### config.mk
export PLATFORM = sky130hd
export DESIGN_NAME = nfq_top
export DESIGN_NICKNAME = d
export VERILOG_FILES = /design/src/core/nfq_pkg.sv /design/src/core/nfq_feat_check.sv /design/src/core/nfq_queue_map.sv /design/src/core/nfq_top.sv
export SDC_FILE = /design/constraint.sdc
export NUM_CORES = 1
export LEC_CHECK = 0
export ABC_AREA = 1
export BUFFER_PORTS_ARGS = -buffer_cell sky130_fd_sc_hd__buf_2
export CORE_MARGIN = 5
export CORE_UTILIZATION = 50
export CTS_CLUSTER_SIZE = 14
export DETAILED_ROUTE_END_ITERATION = 10
export PLACE_DENSITY = 0.73
export SYNTH_ARGS = -nofsm -noshare
export SYNTH_HDL_FRONTEND = slang
export SYNTH_SLANG_ARGS = --single-unit
### constraint.sdc
create_clock -name clk -period 2.5 [get_ports clk]
set_input_delay 0.5 -clock clk [delete_from_list [all_inputs] [get_ports clk]]
set_output_delay 0.5 -clock clk [all_outputs]
set_load 0.02 [all_outputs]
### src/core/nfq_pkg.sv
// constants and types for the network feature and queue map block
package nfq_pkg;
   // -----------------------------------------------------------
   // feature bit positions
   // -----------------------------------------------------------
   localparam int FEAT_W = 64;
   localparam int F_CSUM = 0;
   localparam int F_GCSUM = 1;
   localparam int F_CGOFF = 2;
   localparam int F_MTU = 3;
   localparam int F_MAC = 5;
   localparam int F_GTSO4 = 7;
   localparam int F_GTSO6 = 8;
   localparam int F_GECN = 9;
   localparam int F_GUFO = 10;
   localparam int F_HTSO4 = 11;
   localparam int F_HTSO6 = 12;
   localparam int F_HECN = 13;
   localparam int F_HUFO = 14;
   localparam int F_MRGBUF = 15;
   localparam int F_STATUS = 16;
   localparam int F_CTRLQ = 17;
   localparam int F_CRXMODE = 18;
   localparam int F_CVLAN = 19;
   localparam int F_ANNOUNCE = 21;
   localparam int F_MQ = 22;
   localparam int F_CMACADDR = 23;
   localparam int F_RSCEXT = 61;
   localparam int F_STANDBY = 62;
   // -----------------------------------------------------------
   // identity, register map and field layout
   // -----------------------------------------------------------
   localparam logic [31:0] DEV_TYPE_RSVD = 32'h0000_0000;
   localparam logic [31:0] DEV_TYPE_NET = 32'h0000_0001;
   localparam int ADDR_W = 8;
   localparam logic [7:0] OFF_TYPE = 8'h00;
   localparam logic [7:0] OFF_DEVF_LO = 8'h04;
   localparam logic [7:0] OFF_DEVF_HI = 8'h08;
   localparam logic [7:0] OFF_DRVF_LO = 8'h0C;
   localparam logic [7:0] OFF_DRVF_HI = 8'h10;
   localparam logic [7:0] OFF_STAT = 8'h14;
   localparam logic [7:0] OFF_NEG_LO = 8'h18;
   localparam logic [7:0] OFF_NEG_HI = 8'h1C;
   localparam logic [7:0] OFF_MAXP = 8'h20;
   localparam logic [7:0] OFF_QSEL = 8'h24;
   localparam logic [7:0] OFF_QINFO = 8'h28;
   localparam logic [7:0] OFF_NUMQ = 8'h2C;
   localparam int STAT_INVALID = 0;
   localparam int STAT_CTRLQ = 1;
   localparam int STAT_MQ = 2;
   localparam int QI_EXISTS = 0;
   localparam int QI_RX = 1;
   localparam int QI_TX = 2;
   localparam int QI_CTRL = 3;
   localparam int QI_PAIR_LSB = 16;
   localparam int PAIR_W = 16;
   localparam int QIDX_W = 17;
   localparam logic [15:0] PAIRS_MIN = 16'h0001;
   localparam logic [15:0] PAIRS_MAX = 16'h8000;
   localparam logic [31:0] WORD_ZERO = 32'h0000_0000;
   // -----------------------------------------------------------
   // bus phase and state
   // -----------------------------------------------------------
   typedef enum logic [1:0]
   {
      PH_IDLE = 2'b01,
      PH_ACK = 2'b10
   } nfq_phase_type;
   typedef struct packed
   {
      nfq_phase_type phase;
      logic [31:0] rdata;
      logic [31:0] drv_lo;
      logic [31:0] drv_hi;
      logic [15:0] max_pairs;
      logic [16:0] qsel;
   } nfq_state_type;
   // byte-lane merge for partial writes
   function automatic logic [31:0] be_merge(input logic [31:0] old_v,
      input logic [31:0] new_v, input logic [3:0] be);
      logic [31:0] r;
      r = old_v;
      for (int i = 0; i < 4; i++)
      begin
         if (be[i])
         begin
            r[8*i +: 8] = new_v[8*i +: 8];
         end
      end
      return r;
   endfunction
endpackage

### src/core/nfq_feat_check.sv
// dependency check that turns an accepted feature set into an enabled set
`timescale 1ns/1ps
module nfq_feat_check
(
   input wire logic [nfq_pkg::FEAT_W-1:0] offered,
   input wire logic [nfq_pkg::FEAT_W-1:0] accepted,
   output logic [nfq_pkg::FEAT_W-1:0] enabled,
   output logic invalid
);
   import nfq_pkg::*;
   logic [FEAT_W-1:0] a;
   logic [FEAT_W-1:0] e;
   always_comb
   begin
      a = accepted & offered;
      e = a;
      e[F_GTSO4] = a[F_GTSO4] & a[F_GCSUM];
      e[F_GTSO6] = a[F_GTSO6] & a[F_GCSUM];
      e[F_GUFO] = a[F_GUFO] & a[F_GCSUM];
      // second stage reads the first so a broken chain drops both
      e[F_GECN] = a[F_GECN] & (e[F_GTSO4] | e[F_GTSO6]);
      e[F_HTSO4] = a[F_HTSO4] & a[F_CSUM];
      e[F_HTSO6] = a[F_HTSO6] & a[F_CSUM];
      e[F_HUFO] = a[F_HUFO] & a[F_CSUM];
      e[F_HECN] = a[F_HECN] & (e[F_HTSO4] | e[F_HTSO6]);
      e[F_RSCEXT] = a[F_RSCEXT] & (e[F_HTSO4] | e[F_HTSO6]);
      e[F_CRXMODE] = a[F_CRXMODE] & a[F_CTRLQ];
      e[F_CVLAN] = a[F_CVLAN] & a[F_CTRLQ];
      e[F_ANNOUNCE] = a[F_ANNOUNCE] & a[F_CTRLQ];
      e[F_MQ] = a[F_MQ] & a[F_CTRLQ];
      e[F_CMACADDR] = a[F_CMACADDR] & a[F_CTRLQ];
      enabled = e;
      invalid = (e != a);
   end
endmodule

### src/core/nfq_queue_map.sv
// queue index decode from the negotiated pair count
`timescale 1ns/1ps
module nfq_queue_map
(
   input wire logic [nfq_pkg::QIDX_W-1:0] sel,
   input wire logic [nfq_pkg::PAIR_W-1:0] max_pairs,
   input wire logic mq_on,
   input wire logic ctrl_on,
   output logic exists,
   output logic is_rx,
   output logic is_tx,
   output logic is_ctrl,
   output logic [nfq_pkg::PAIR_W-1:0] pair_num,
   output logic [nfq_pkg::QIDX_W-1:0] num_q
);
   import nfq_pkg::*;
   logic [PAIR_W-1:0] n;
   logic [QIDX_W-1:0] ctrl_idx;
   logic data_q;
   always_comb
   begin
      n = mq_on ? max_pairs : PAIRS_MIN;
      ctrl_idx = {n, 1'b0};
      data_q = (sel < ctrl_idx);
      is_rx = data_q & ~sel[0];
      is_tx = data_q & sel[0];
      is_ctrl = ctrl_on & (sel == ctrl_idx);
      exists = data_q | is_ctrl;
      pair_num = data_q ? PAIR_W'(sel[QIDX_W-1:1] + 16'h0001) : 16'h0000;
      num_q = QIDX_W'(ctrl_idx + {16'h0000, ctrl_on});
   end
endmodule

### src/core/nfq_top.sv
// feature negotiation and queue map with an avalon register slave
`timescale 1ns/1ps
module nfq_top
#(
   parameter logic [15:0] MAX_PAIRS_RST = 16'h0001
)
(
   input wire logic clk,
   input wire logic reset_n,
   input wire logic [nfq_pkg::ADDR_W-1:0] avs_address,
   input wire logic avs_read,
   input wire logic avs_write,
   input wire logic [31:0] avs_writedata,
   input wire logic [3:0] avs_byteenable,
   output logic [31:0] avs_readdata,
   output logic avs_waitrequest
);
   import nfq_pkg::*;

   // ----------------------------------------------------------------
   // offered feature set
   // ----------------------------------------------------------------
   localparam logic [FEAT_W-1:0] ONE = 64'h1;
   localparam logic [FEAT_W-1:0] OFFER =
      (ONE << F_CSUM) |
      (ONE << F_GCSUM) |
      (ONE << F_CGOFF) |
      (ONE << F_MTU) |
      (ONE << F_MAC) |
      (ONE << F_GTSO4) | (ONE << F_GTSO6) |
      (ONE << F_GECN) | (ONE << F_GUFO) |
      (ONE << F_HTSO4) | (ONE << F_HTSO6) |
      (ONE << F_HECN) | (ONE << F_HUFO) |
      (ONE << F_MRGBUF) | (ONE << F_STATUS) |
      (ONE << F_CTRLQ) | (ONE << F_CRXMODE) |
      (ONE << F_CVLAN) |
      (ONE << F_ANNOUNCE) | (ONE << F_CMACADDR) |
      (ONE << F_MQ) |
      (ONE << F_RSCEXT) |
      (ONE << F_STANDBY);

   // ----------------------------------------------------------------
   // state
   // ----------------------------------------------------------------
   nfq_state_type st_reg;
   nfq_state_type st_next;
   logic [FEAT_W-1:0] enabled;
   logic invalid;
   logic q_exists;
   logic q_rx;
   logic q_tx;
   logic q_ctrl;
   logic [PAIR_W-1:0] q_pair;
   logic [QIDX_W-1:0] num_q;
   logic req;
   logic [31:0] rword;
   logic [31:0] wmax;

   // ----------------------------------------------------------------
   // submodules
   // ----------------------------------------------------------------
   nfq_feat_check u_check
   (
      .offered(OFFER),
      .accepted({st_reg.drv_hi, st_reg.drv_lo}),
      .enabled(enabled),
      .invalid(invalid)
   );

   nfq_queue_map u_qmap
   (
      .sel(st_reg.qsel),
      .max_pairs(st_reg.max_pairs),
      .mq_on(enabled[F_MQ]),
      .ctrl_on(enabled[F_CTRLQ]),
      .exists(q_exists),
      .is_rx(q_rx),
      .is_tx(q_tx),
      .is_ctrl(q_ctrl),
      .pair_num(q_pair),
      .num_q(num_q)
   );

   // ----------------------------------------------------------------
   // bus slave
   // ----------------------------------------------------------------
   // one wait cycle per access keeps readdata a plain flip-flop
   assign req = avs_read | avs_write;
   assign avs_waitrequest = req & (st_reg.phase != PH_ACK);
   assign avs_readdata = st_reg.rdata;

   always_comb
   begin
      case (avs_address)
         OFF_TYPE: rword = DEV_TYPE_NET;
         OFF_DEVF_LO: rword = OFFER[31:0];
         OFF_DEVF_HI: rword = OFFER[63:32];
         OFF_DRVF_LO: rword = st_reg.drv_lo;
         OFF_DRVF_HI: rword = st_reg.drv_hi;
         OFF_STAT:
         begin
            rword = WORD_ZERO;
            rword[STAT_INVALID] = invalid;
            rword[STAT_CTRLQ] = enabled[F_CTRLQ];
            rword[STAT_MQ] = enabled[F_MQ];
         end
         OFF_NEG_LO: rword = enabled[31:0];
         OFF_NEG_HI: rword = enabled[63:32];
         OFF_MAXP: rword = {16'h0000, st_reg.max_pairs};
         OFF_QSEL: rword = {15'h0000, st_reg.qsel};
         OFF_QINFO:
         begin
            rword = WORD_ZERO;
            rword[QI_EXISTS] = q_exists;
            rword[QI_RX] = q_rx;
            rword[QI_TX] = q_tx;
            rword[QI_CTRL] = q_ctrl;
            rword[QI_PAIR_LSB +: PAIR_W] = q_pair;
         end
         OFF_NUMQ: rword = {15'h0000, num_q};
         default: rword = WORD_ZERO;
      endcase
   end

   // ----------------------------------------------------------------
   // next state
   // ----------------------------------------------------------------
   always_comb
   begin
      st_next = st_reg;
      wmax = be_merge({16'h0000, st_reg.max_pairs}, avs_writedata,
         avs_byteenable);
      case (st_reg.phase)
         PH_IDLE:
         begin
            if (req)
            begin
               st_next.phase = PH_ACK;
               if (avs_read)
               begin
                  st_next.rdata = rword;
               end
               else
               begin
                  case (avs_address)
                     OFF_DRVF_LO:
                        st_next.drv_lo = be_merge(st_reg.drv_lo,
                           avs_writedata, avs_byteenable);
                     OFF_DRVF_HI:
                        st_next.drv_hi = be_merge(st_reg.drv_hi,
                           avs_writedata, avs_byteenable);
                     OFF_MAXP:
                     begin
                        // pair count clamped to the legal window
                        if (wmax[15:0] == 16'h0000)
                        begin
                           st_next.max_pairs = PAIRS_MIN;
                        end
                        else if (wmax[15:0] > PAIRS_MAX)
                        begin
                           st_next.max_pairs = PAIRS_MAX;
                        end
                        else
                        begin
                           st_next.max_pairs = wmax[15:0];
                        end
                     end
                     OFF_QSEL:
                        st_next.qsel = QIDX_W'(be_merge(
                           {15'h0000, st_reg.qsel}, avs_writedata,
                           avs_byteenable));
                     default:
                        st_next.phase = PH_ACK;
                  endcase
               end
            end
         end
         PH_ACK:
         begin
            st_next.phase = PH_IDLE;
         end
         default:
         begin
            st_next.phase = PH_IDLE;
         end
      endcase
   end

   always_ff @(posedge clk or negedge reset_n)
   begin
      if (!reset_n)
      begin
         st_reg.phase <= PH_IDLE;
         st_reg.rdata <= WORD_ZERO;
         st_reg.drv_lo <= WORD_ZERO;
         st_reg.drv_hi <= WORD_ZERO;
         st_reg.max_pairs <= MAX_PAIRS_RST;
         st_reg.qsel <= 17'h00000;
      end
      else
      begin
         st_reg <= st_next;
      end
   end

   // ----------------------------------------------------------------
   // checks
   // ----------------------------------------------------------------
   property p_type_read;
      @(posedge clk) disable iff (!reset_n)
      (avs_read && !avs_waitrequest && $past(avs_address) == OFF_TYPE
         && $past(st_reg.phase) == PH_IDLE)
         |-> (avs_readdata == DEV_TYPE_NET)
         && (avs_readdata != DEV_TYPE_RSVD);
   endproperty
   a_type_read: assert property (p_type_read)
      else $error("type code read wrong");

   property p_rx_even;
      @(posedge clk) disable iff (!reset_n)
      q_rx |-> !st_reg.qsel[0]
         && (st_reg.qsel < {(enabled[F_MQ] ? st_reg.max_pairs
            : PAIRS_MIN), 1'b0});
   endproperty
   a_rx_even: assert property (p_rx_even)
      else $error("receive queue at wrong index");

   property p_ctrl_only;
      @(posedge clk) disable iff (!reset_n)
      q_ctrl |-> enabled[F_CTRLQ] && st_reg.qsel == num_q - 17'h00001;
   endproperty
   a_ctrl_only: assert property (p_ctrl_only)
      else $error("control queue without its feature");

   property p_guest_csum;
      @(posedge clk) disable iff (!reset_n)
      (enabled[F_GTSO4] || enabled[F_GTSO6] || enabled[F_GUFO])
         |-> enabled[F_GCSUM];
   endproperty
   a_guest_csum: assert property (p_guest_csum)
      else $error("guest offload without guest checksum");

   property p_guest_ecn;
      @(posedge clk) disable iff (!reset_n)
      enabled[F_GECN] |-> (enabled[F_GTSO4] || enabled[F_GTSO6]);
   endproperty
   a_guest_ecn: assert property (p_guest_ecn)
      else $error("guest congestion bit without tcp offload");

   property p_host_csum;
      @(posedge clk) disable iff (!reset_n)
      (enabled[F_HTSO4] || enabled[F_HTSO6] || enabled[F_HUFO])
         |-> enabled[F_CSUM];
   endproperty
   a_host_csum: assert property (p_host_csum)
      else $error("host offload without checksum");

   property p_host_ecn;
      @(posedge clk) disable iff (!reset_n)
      (enabled[F_HECN] || enabled[F_RSCEXT])
         |-> (enabled[F_HTSO4] || enabled[F_HTSO6]);
   endproperty
   a_host_ecn: assert property (p_host_ecn)
      else $error("host congestion without tcp offload");

   property p_ctrl_deps;
      @(posedge clk) disable iff (!reset_n)
      (enabled[F_CRXMODE] || enabled[F_CVLAN] || enabled[F_ANNOUNCE]
         || enabled[F_MQ] || enabled[F_CMACADDR]) |-> enabled[F_CTRLQ];
   endproperty
   a_ctrl_deps: assert property (p_ctrl_deps)
      else $error("control feature without control queue");

   property p_flag_bad;
      @(posedge clk) disable iff (!reset_n)
      (st_reg.drv_lo[F_GTSO4] && !st_reg.drv_lo[F_GCSUM])
         |-> invalid && !enabled[F_GTSO4];
   endproperty
   a_flag_bad: assert property (p_flag_bad)
      else $error("broken set not flagged");

   property p_pair_index;
      @(posedge clk) disable iff (!reset_n)
      (q_rx || q_tx) |-> {q_pair - 16'h0001, q_tx} == st_reg.qsel;
   endproperty
   a_pair_index: assert property (p_pair_index)
      else $error("data queue index does not match its pair");

   property p_ctrl_index;
      @(posedge clk) disable iff (!reset_n)
      (enabled[F_CTRLQ] && st_reg.qsel ==
         {(enabled[F_MQ] ? st_reg.max_pairs : PAIRS_MIN), 1'b0})
         |-> q_ctrl && q_exists && q_pair == 16'h0000;
   endproperty
   a_ctrl_index: assert property (p_ctrl_index)
      else $error("control queue missing at its index");

   property p_no_ctrl;
      @(posedge clk) disable iff (!reset_n)
      !enabled[F_CTRLQ] |-> !q_ctrl && !num_q[0];
   endproperty
   a_no_ctrl: assert property (p_no_ctrl)
      else $error("control queue present without its feature");

   property p_pairs_legal;
      @(posedge clk) disable iff (!reset_n)
      (st_reg.max_pairs >= PAIRS_MIN) && (st_reg.max_pairs <= PAIRS_MAX);
   endproperty
   a_pairs_legal: assert property (p_pairs_legal)
      else $error("pair count outside its legal window");

   property p_mq_flag;
      @(posedge clk) disable iff (!reset_n)
      (st_reg.drv_lo[F_MQ] && !st_reg.drv_lo[F_CTRLQ])
         |-> invalid && !enabled[F_MQ] && num_q == 17'h00002;
   endproperty
   a_mq_flag: assert property (p_mq_flag)
      else $error("multiqueue kept without control queue");

   property p_en_subset;
      @(posedge clk) disable iff (!reset_n)
      (enabled & ~({st_reg.drv_hi, st_reg.drv_lo} & OFFER)) == 64'h0;
   endproperty
   a_en_subset: assert property (p_en_subset)
      else $error("feature enabled that was not accepted and offered");

endmodule

==> results of run 1 <==
[cells by family after synthesis]
kind of cell             share of synthesized area (%)
buffers and inverters                             10.9
XOR/XNOR                                          1.38
AND/OR/NAND/NOR                                   29.9
AO/OA/AOI/OAI                                     11.8
flip-flops                                        43.2
adder cells (fa/ha/maj)                           2.80
[how the worst max path moves through the flow]
| stage | to | start | depth (start not counted) |
|---|---|---|---|
| final | avs_readdata[19] | st_reg[87] | 13 |
| after CTS | avs_readdata[19] | st_reg[87] | 13 |
| after detailed placement | avs_readdata[19] | st_reg[87] | 13 |
| after global placement | avs_readdata[23] | st_reg[87] | 13 |
| after floorplan | avs_readdata[30] | st_reg[82] | 14 |
| after global routing | avs_readdata[30] | st_reg[87] | 14 |
[cell usage in the layout (no fill, tap or decap), types with 17 or more instances in the layout]
cell and count:
a21oi_1 23, buf_2 79, clkbuf_16 17, dfrtp_1 129, ha_1 17, inv_1 98
nand2_1 373, nand3_1 71, nor2_1 54, o21ai_0 101, o21ai_1 20
[layout make-up]
type                            count  area [sq um]
Fill cell                        1391          6490
Multi-Input combinational cell    740          3490
Sequential cell                   131          3280
Timing Repair Buffer               97           568
Clock buffer                       26           499
Inverter                          110           415
Tap cell                          188           235
Clock inverter                      5          50.0
[stage by stage]
stage          hold slack (ns)  util (%)  cell area [sq um]  power (mW)
2_1_floorplan            0.204         -               7600        2.53
3_3_place_gp             0.457      53.1               7990        2.71
3_5_place_dp             0.461      53.1               7990        2.72
4_1_cts                 0.0994      56.8               8540        5.04
5_1_grt                  0.134      56.8               8540        5.19
6_report                0.0786      56.8               8540        5.01
[worst max-delay path: stages, from the launching register on]
cell and delay [ns]:
dfrtp_1 0.38, nand2_1 0.11, inv_2 0.15, nand2_1 0.09
ha_1 0.31, nand2_1 0.07, nor2_1 0.14, a21boi_0 0.35
nor2_4 0.04, buf_4 0.21, nand3_1 0.12, nand2_1 0.05
nand2_1 0.06, nand2_1 0.05
[metal layers]
layer	GRT usage [%]	wire length [um]	part of all wire (%)	up-vias
met5	0	0	0	-
met4	8.86	561	2.7	0
met3	5.82	1720	8.1	45
met2	35.7	9310	44	283
met1	35.2	9560	45	3249
li1	-	-	-	3410
[power by group]
group / internal, mW / leakage [nW] / switching (mW)
combinational: 0.120 / 2.51 / 0.357
sequential: 2.17 / 1.77 / 0.0346
clock: 1.46 / 0.274 / 0.867
[timing repair]
item / in CTS / in global routing
setup endpoints to repair: 0 / 19
hold buffers: 0 / 0
resized for setup: 0 / 1
hold endpoints to repair: 0 / 0
==> flow_summary_export.csv, run 1 <==
group,metric,value,unit
setup_path,end_kind,"register",
yosys,yosysMostFrequentCell,"nand2_1",
placement,port_buffers,80,
setup_path,r2r_start,"st_reg[87]",
timing,setup_viol,0,
pwr,irDropWorstVdd,0.465,mV
clocking,cts_tree,"done",
yosys,synth_fp_nets,1109,
routing,firstDrtPassIters,5,
setup_path,crit_fanout,19,
layout,antenna_cells,0,
floorplanning,core_area,15000,sq um
routing,via_per_inst,5.39,
hold_path,hold_path_class,"primary input to asynchronous set/reset pin",
setup_path,rr_worst_depth,13,
setup_path,worstPathRequired,2.81,ns
placement,pre_cts_slack,0.178,ns
setup_path,start_kind,"register",
yosys,postSynthCellCount,1044,
yosys,synth.yosys.warnings,0,
clocking,post-cts-setup-buffers,0,
routing,drtIter0Drc,673,
yosys,synth.avg_cell_area,7.28,sq um
yosys,synth-async-reset-ratio,100,%
floorplanning,rows,45,
layout,final_nets,1162,
layout,syn_to_final_growth,12.4,%
grt,grt_pass1_wl,34300,um
timing,timing.final.crit_share,90.0,%
clocking,cts_buffers,17,
setup_path,r2r-end,"avs_readdata[19]",
timing,setup_tns,0,ns
routing,drc,0,
setup_path,reg2reg_slack,0.25,ns
yosys,ys_dominant_reg_cell,"dfrtp_1",
yosys,ys_types,38,
yosys,ys_seq_area_share,43.2,%
grt,grt_pass1_vias,6609,
grt,grt_overflow_total,0,
setup_path,cp_data_arrival_time,2.56,ns
timing,fin_crit,2.25,ns
timing,fin_worst_skew,0.00590,ns
routing,wl_per_cell,16.3,um
grt,grt_usage,24.3,%
yosys,synth_common_cells,"nand2_1 (373), dfrtp_1 (129), o21ai_0 (101), inv_1 (99), nand3_1 (71)",
timing,relSlewSlack,32.9,%
grt,grt_start_max_net_pins,48,
clocking,cts_htree_levels,4,
layout,fin_cells,1297,
pwr,power_density,587,nW/um^2
clocking,clockRootBuffer,"clkbuf_16",
routing,drt_wl_total,21200,um
timing,rsz0062_at_grt,"false",
grt,antenna_found_initial,0,
clocking,clkSlewWorstSetupHoldPaths,0.05,ns
timing,final_max_slew_viol_count,0,
clocking,clock_path_buffers,2,
yosys,synth-edff-count,0,
setup_path,worstSetupPathType,"register to register",
placement,place.gp.congestion,0.985,
status,status,"finished, final reports clean",
layout,largest_reg_flops,99,
timing,worst_pin_slew,1.01,ns
timing,layout_setup_ws,0.249,ns
layout,drive_above_1_share,14.4,%
flow_run,cap_violations,0,
placement,dp.cells,1266,
pwr,p_leak,4.55,nW
floorplanning,die_area,17800,sq um
yosys,syn_area,7600,sq um
yosys,synthTopCellsByArea,"dfrtp_1 (42%), nand2_1 (18%), o21ai_0 (6.7%)",
clocking,clock-sinks,131,
floorplanning,die_x,133,um
routing,vias,6987,
floorplanning,dieHeight,133,um
timing,max_freq,0.444,GHz
floorplanning,initial_core_util,50.5,%
timing,hold_violations,0,
routing,postRouteAntennaNets,0,
clocking,clock_latency,0.42,ns
floorplanning,io_pins,81,
yosys,ys_ff_latch,131,
yosys,synth_top_area_share,42.5,%
placement,hpwl,15800,um
yosys,synth_top_cell_by_area,"dfrtp_1",
No activity file was read; power rests on OpenSTA's default activity.
==> run 2, diff against run 1 <==
--- a/config.mk
+++ b/config.mk
@@ -8,10 +8,10 @@
 export ABC_AREA = 1
 export BUFFER_PORTS_ARGS = -buffer_cell sky130_fd_sc_hd__buf_2
 export CORE_MARGIN = 5
-export CORE_UTILIZATION = 50
+export CORE_UTILIZATION = 60
 export CTS_CLUSTER_SIZE = 14
 export DETAILED_ROUTE_END_ITERATION = 10
-export PLACE_DENSITY = 0.73
+export PLACE_DENSITY = 0.84
 export SYNTH_ARGS = -nofsm -noshare
 export SYNTH_HDL_FRONTEND = slang
 export SYNTH_SLANG_ARGS = --single-unit
==> flow_summary_export.csv, run 2 (synthesis gave the netlist of run 1 again) <==
group,metric,value,unit
pwr,p_seq_share,42.2,%
routing,via_per_inst,5.60,
hold_path,hold_path_class,"primary input to asynchronous set/reset pin",
timing,setup_viol,0,
timing,worst_pin_slew,0.978,ns
floorplanning,rows,41,
placement,hpwl,14800,um
pwr,finalPower,5.22,mW
floorplanning,die_x,123,um
pwr,p_leak,4.57,nW
routing,wl_per_cell,16.2,um
grt,grt_pass1_vias,6731,
clocking,clock-sinks,131,
layout,final_nets,1165,
setup_path,crit_fanout,13,
pwr,irDropWorstVdd,0.422,mV
clocking,cts_buffers,17,
clocking,clkSlewWorstSetupHoldPaths,0.06,ns
layout,layout_common_cells,"nand2_1 (373), dfrtp_1 (129), o21ai_0 (101)",
routing,drt_wl_total,20900,um
setup_path,worstPathRequired,2.81,ns
grt,grt_overflow_total,0,
timing,relSlewSlack,34.7,%
clocking,cts_hold_buf,0,
pwr,swShare,24.6,%
layout,antenna_cells,0,
grt,antenna_found_initial,0,
floorplanning,core_area,12500,sq um
timing,fin_crit,2.31,ns
layout,drive_above_1_share,14.8,%
clocking,clock_path_buffers,2,
floorplanning,initial_core_util,60.7,%
clocking,cts_htree_levels,4,
clocking,cts_tree,"done",
layout,layout_commonest_cell,"nand2_1",
routing,drc,0,
timing,max_freq,0.432,GHz
setup_path,end_kind,"register",
layout,fin_util,68.6,%
layout,largest_reg_flops,99,
grt,grt_start_max_net_pins,132,
grt,grt_pass1_wl,33100,um
floorplanning,io_pins,81,
timing,timing.final.crit_share,92.5,%
grt,grt_usage,28.7,%
pwr,pwr-share-comb,9.0,%
pwr,switchingPower,1.29,mW
flow_run,cap_violations,0,
pwr,p_clk_share,48.8,%
pwr,power_density,608,nW/um^2
routing,vias,7201,
floorplanning,dieHeight,123,um
layout,syn_to_final_growth,13.1,%
setup_path,cp_data_arrival_time,2.62,ns
timing,final_max_slew_viol_count,0,
status,status,"finished, final reports clean",
setup_path,start_kind,"register",
setup_path,rr_worst_depth,14,
clocking,clockRootBuffer,"clkbuf_16",
timing,fin_worst_skew,0.0107,ns
setup_path,worstSetupPathType,"register to register",
routing,postRouteAntennaNets,0,
timing,hold_violations,0,
pwr,p_int,3.94,mW
routing,drtIter0Drc,908,
floorplanning,die_area,15000,sq um
placement,port_buffers,80,
routing,firstDrtPassIters,6,
clocking,clock_latency,0.43,ns
placement,place.gp.congestion,0.946,
[run 2: cell types whose count changed in the layout (fill, tap and decap cells not counted)]
| cell | delta |
|---|---|
| buf_12 | -1 |
| buf_4 | +4 |
| bufinv_16 | +2 |
| clkbuf_1 | -1 |
| clkbuf_8 | -1 |
| clkinv_2 | -2 |
| clkinv_4 | +2 |
| clkinvlp_4 | +2 |
| inv_2 | -1 |
[run 2: final timing paths]
path	from	end	slack, ns
max in group asynchronous	reset_n	st_reg[81]	1.75
min in group clk	avs_writedata[27]	st_reg[92]	0.34
worst min-delay path	reset_n	st_reg[22]	0.09
worst max-delay path	st_reg[82]	avs_readdata[31]	0.19
worst max register to register	st_reg[82]	avs_readdata[31]	0.19
worst min register to register	avs_readdata[31]	avs_readdata[31]	0.48
[run 2: cell type report]
| cell class | count | area, sq um |
|---|---|---|
| Tap cell | 172 | 215 |
| Fill cell | 1066 | 3930 |
| Sequential cell | 131 | 3280 |
| Clock inverter | 8 | 125 |
| Clock buffer | 24 | 482 |
| Timing Repair Buffer | 100 | 578 |
| Multi-Input combinational cell | 740 | 3490 |
| Inverter | 110 | 419 |
[run 2: metal layers]
| metal | share of wire, % | global-route usage, % | routed length [um] |
|---|---|---|---|
| met1 | 41 | 39.0 | 8500 |
| met2 | 45 | 43.4 | 9440 |
| met3 | 11 | 8.11 | 2280 |
| met4 | 3.1 | 12.0 | 640 |
| met5 | 0 | 0 | 0 |
[run 2: per-stage QoR]
step	cell area [sq um]	TNS, ns	setup WS [ns]	hold WS [ns]	cells
2_1_floorplan	7600	0	0.263	0.204	1044
3_3_place_gp	7950	0	0.320	0.458	1249
3_5_place_dp	7950	0	0.186	0.462	1249
4_1_cts	8560	0	0.152	0.227	1281
5_1_grt	8590	-0.0189	-0.0118	0.252	1285
6_report	8590	0	0.187	0.0916	1285
[run 2: worst max-delay path: stages, from the launching register on]
cell and delay, ns:
dfrtp_1 0.37, nand2_1 0.13, clkinvlp_4 0.21, buf_4 0.19
nand2_1 0.07, ha_1 0.12, nand2_1 0.06, nor2_1 0.14
a21boi_0 0.37, nor2_4 0.05, buf_4 0.20, nand3_1 0.10
nand2_1 0.07, nand2_1 0.07, nand2_1 0.05
[run 2: power by group through the flow]
stage	Sequential (mW)	Combinational (mW)	Clock, mW
after detailed placement	2.24	0.461	0
after CTS	2.20	0.468	2.56
after global routing	2.21	0.519	2.67
after global placement	2.24	0.459	0
final	2.20	0.470	2.55
after floorplan	2.23	0.297	0
[run 2: what timing repair did]
action                                  in CTS  in global routing
endpoints found under the setup margin       0                 18
hold endpoints to repair                     0                  0
resized for setup                            0                  1
setup buffers                                0                  4
==> run 3, diff against run 2 <==
--- a/config.mk
+++ b/config.mk
@@ -11,6 +11,7 @@
 export CORE_UTILIZATION = 60
 export CTS_CLUSTER_SIZE = 14
 export DETAILED_ROUTE_END_ITERATION = 10
+export GPL_TIMING_DRIVEN = 0
 export PLACE_DENSITY = 0.84
 export SYNTH_ARGS = -nofsm -noshare
 export SYNTH_HDL_FRONTEND = slang
==> flow_summary_export.csv, run 3 (synthesis gave the netlist of run 1 again) <==
group,metric,value,unit
setup_path,worstSetupPathType,"register to register",
timing,rsz0062_at_grt,"false",
routing,drt_wl_total,22000,um
status,status,"finished, final reports clean",
pwr,pwr-share-comb,10.0,%
setup_path,r2r_start,"st_reg[87]",
timing,setup_viol,0,
setup_path,worstPathRequired,2.86,ns
routing,firstDrtPassIters,7,
setup_path,cp_data_arrival_time,2.71,ns
setup_path,rr_worst_depth,16,
layout,drive_above_1_share,18.0,%
setup_path,reg2reg_slack,0.15,ns
grt,grt_overflow_total,0,
grt,grt_pass1_vias,6979,
floorplanning,initial_core_util,60.7,%
pwr,p_clk_share,46.7,%
pwr,p_seq_share,43.3,%
clocking,clock-sinks,131,
layout,layout_common_cells,"nand2_1 (372), dfrtp_1 (128), o21ai_0 (101)",
clocking,cts_tree,"done",
timing,fin_worst_skew,0.0105,ns
flow_run,cap_violations,0,
layout,nFillCells,1069,
pwr,swShare,25.4,%
hold_path,hold_path_class,"primary input to asynchronous set/reset pin",
setup_path,end_kind,"register",
clocking,cts_buffers,17,
grt,grt_usage,30.7,%
layout,antenna_cells,0,
timing,timing.final.crit_share,93.9,%
layout,layout_commonest_cell,"nand2_1",
placement,hpwl,16300,um
grt,grt_start_max_net_pins,79,
routing,drc,0,
grt,antenna_found_initial,0,
pwr,p_int,3.80,mW
layout,final_nets,1214,
setup_path,start_kind,"register",
clocking,clockRootBuffer,"clkbuf_16",
layout,fin_cells,1333,
timing,worst_pin_slew,0.616,ns
clocking,clkSlewWorstSetupHoldPaths,0.06,ns
pwr,p_leak,4.78,nW
floorplanning,core_area,12500,sq um
grt,grt-busiest-layer,"met2",
placement,place.gp.congestion,1.01,
timing,setup_tns,0,ns
grt,grtUsageMet2,47.2,%
routing,vias,7431,
routing,via_per_inst,5.57,
clocking,clock_latency,0.43,ns
layout,seq_area,3280,sq um
grt,grt_pass1_wl,35300,um
clocking,clock_path_buffers,2,
routing,postRouteAntennaNets,0,
placement,dp.cells,1297,
setup_path,r2r-end,"avs_readdata[2]",
layout,syn_to_final_growth,16.8,%
floorplanning,die_area,15000,sq um
timing,final_max_slew_viol_count,0,
placement,port_buffers,80,
setup_path,crit_fanout,10,
grt,use_met3,7.74,%
floorplanning,io_pins,81,
timing,hold_violations,0,
timing,fin_crit,2.35,ns
layout,largest_reg_flops,99,
grt,use_met1,40.9,%
clocking,cts_hold_buf,0,
floorplanning,rows,41,
pwr,irDropWorstVdd,0.664,mV
pwr,switchingPower,1.30,mW
floorplanning,dieHeight,123,um
timing,relSlewSlack,58.9,%
routing,drtIter0Drc,805,
floorplanning,die_x,123,um
layout,multi_input_area,3500,sq um
clocking,cts_htree_levels,4,
routing,wl_per_cell,16.5,um
pwr,power_density,574,nW/um^2
timing,max_freq,0.426,GHz
## run 3: cell types whose count changed in the layout (fill, tap and decap cells not counted), sizes merged
cell,change
buf,+43
bufinv,-1
clkbuf,+5
clkinv,-1
clkinvlp,+1
inv,+1
## run 3: layout make-up
| cell class | count | area share [%] |
|---|---|---|
| Inverter | 110 | 4.68 |
| Buffer | 63 | 4.75 |
| Tap cell | 172 | 2.43 |
| Multi-Input combinational cell | 740 | 39.5 |
| Clock buffer | 23 | 5.16 |
| Sequential cell | 131 | 37.0 |
| Clock inverter | 8 | 1.18 |
| Timing Repair Buffer | 86 | 5.32 |
## run 3: repair_timing
item | CTS | global route
setup buffers | 2 | 3
pin swaps | 1 | 0
endpoints found under the hold margin | 0 | 0
endpoints found under the setup margin | 20 | 20
gates resized for setup | 5 | 9
## run 3: worst max-delay path by stage
stage | slack, ns | endpoint | from
final | 0.15 | avs_readdata[2] | st_reg[87]
after floorplan | 0.26 | avs_readdata[30] | st_reg[82]
after detailed placement | -0.39 | avs_readdata[20] | st_reg[82]
after global placement | -0.73 | st_reg[52] | reset_n
after global routing | 0.01 | avs_readdata[1] | st_reg[87]
after CTS | 0.02 | avs_readdata[2] | st_reg[82]
## run 3: layer usage
| layer | share of wire (%) | routed length (um) |
|---|---|---|
| met1 | 42 | 9180 |
| met5 | 0 | 0 |
| met2 | 45 | 9850 |
| met3 | 10 | 2200 |
| met4 | 3.7 | 809 |
## run 3: power groups by stage
stage	combinational, mW	sequential [mW]	clock [mW]
after global placement	0.485	2.24	0
after CTS	0.505	2.20	2.40
final	0.512	2.21	2.38
after floorplan	0.297	2.23	0
after detailed placement	0.499	2.24	0
after global routing	0.565	2.21	2.49
## run 3: worst max-delay path, stage by stage, from the launching register on
cell and delay (ns):
dfrtp_1 0.41, nand2_1 0.14, inv_1 0.12, buf_4 0.20, nand2_1 0.08, ha_1 0.30
nand2_1 0.07, inv_1 0.03, nor2_1 0.08, o21a_1 0.13, nand2_1 0.09, nand2_4 0.14
buf_4 0.18, nand3_1 0.10, nand2_1 0.08, nand2_1 0.06, nand2_1 0.06
## run 3: per-stage QoR
step,setup slack (ns),hold slack [ns],total power [mW],utilization [%],instance area (sq um)
after CTS,0.0218,0.0304,5.11,70.6,8830
after floorplan,0.263,0.204,2.53,-,7600
after global placement,-0.725,0.464,2.72,65.6,8210
after detailed placement,-0.388,0.467,2.74,65.9,8250
after global routing,0.0129,0.0576,5.27,70.9,8870
final,0.153,0.0150,5.10,70.9,8870
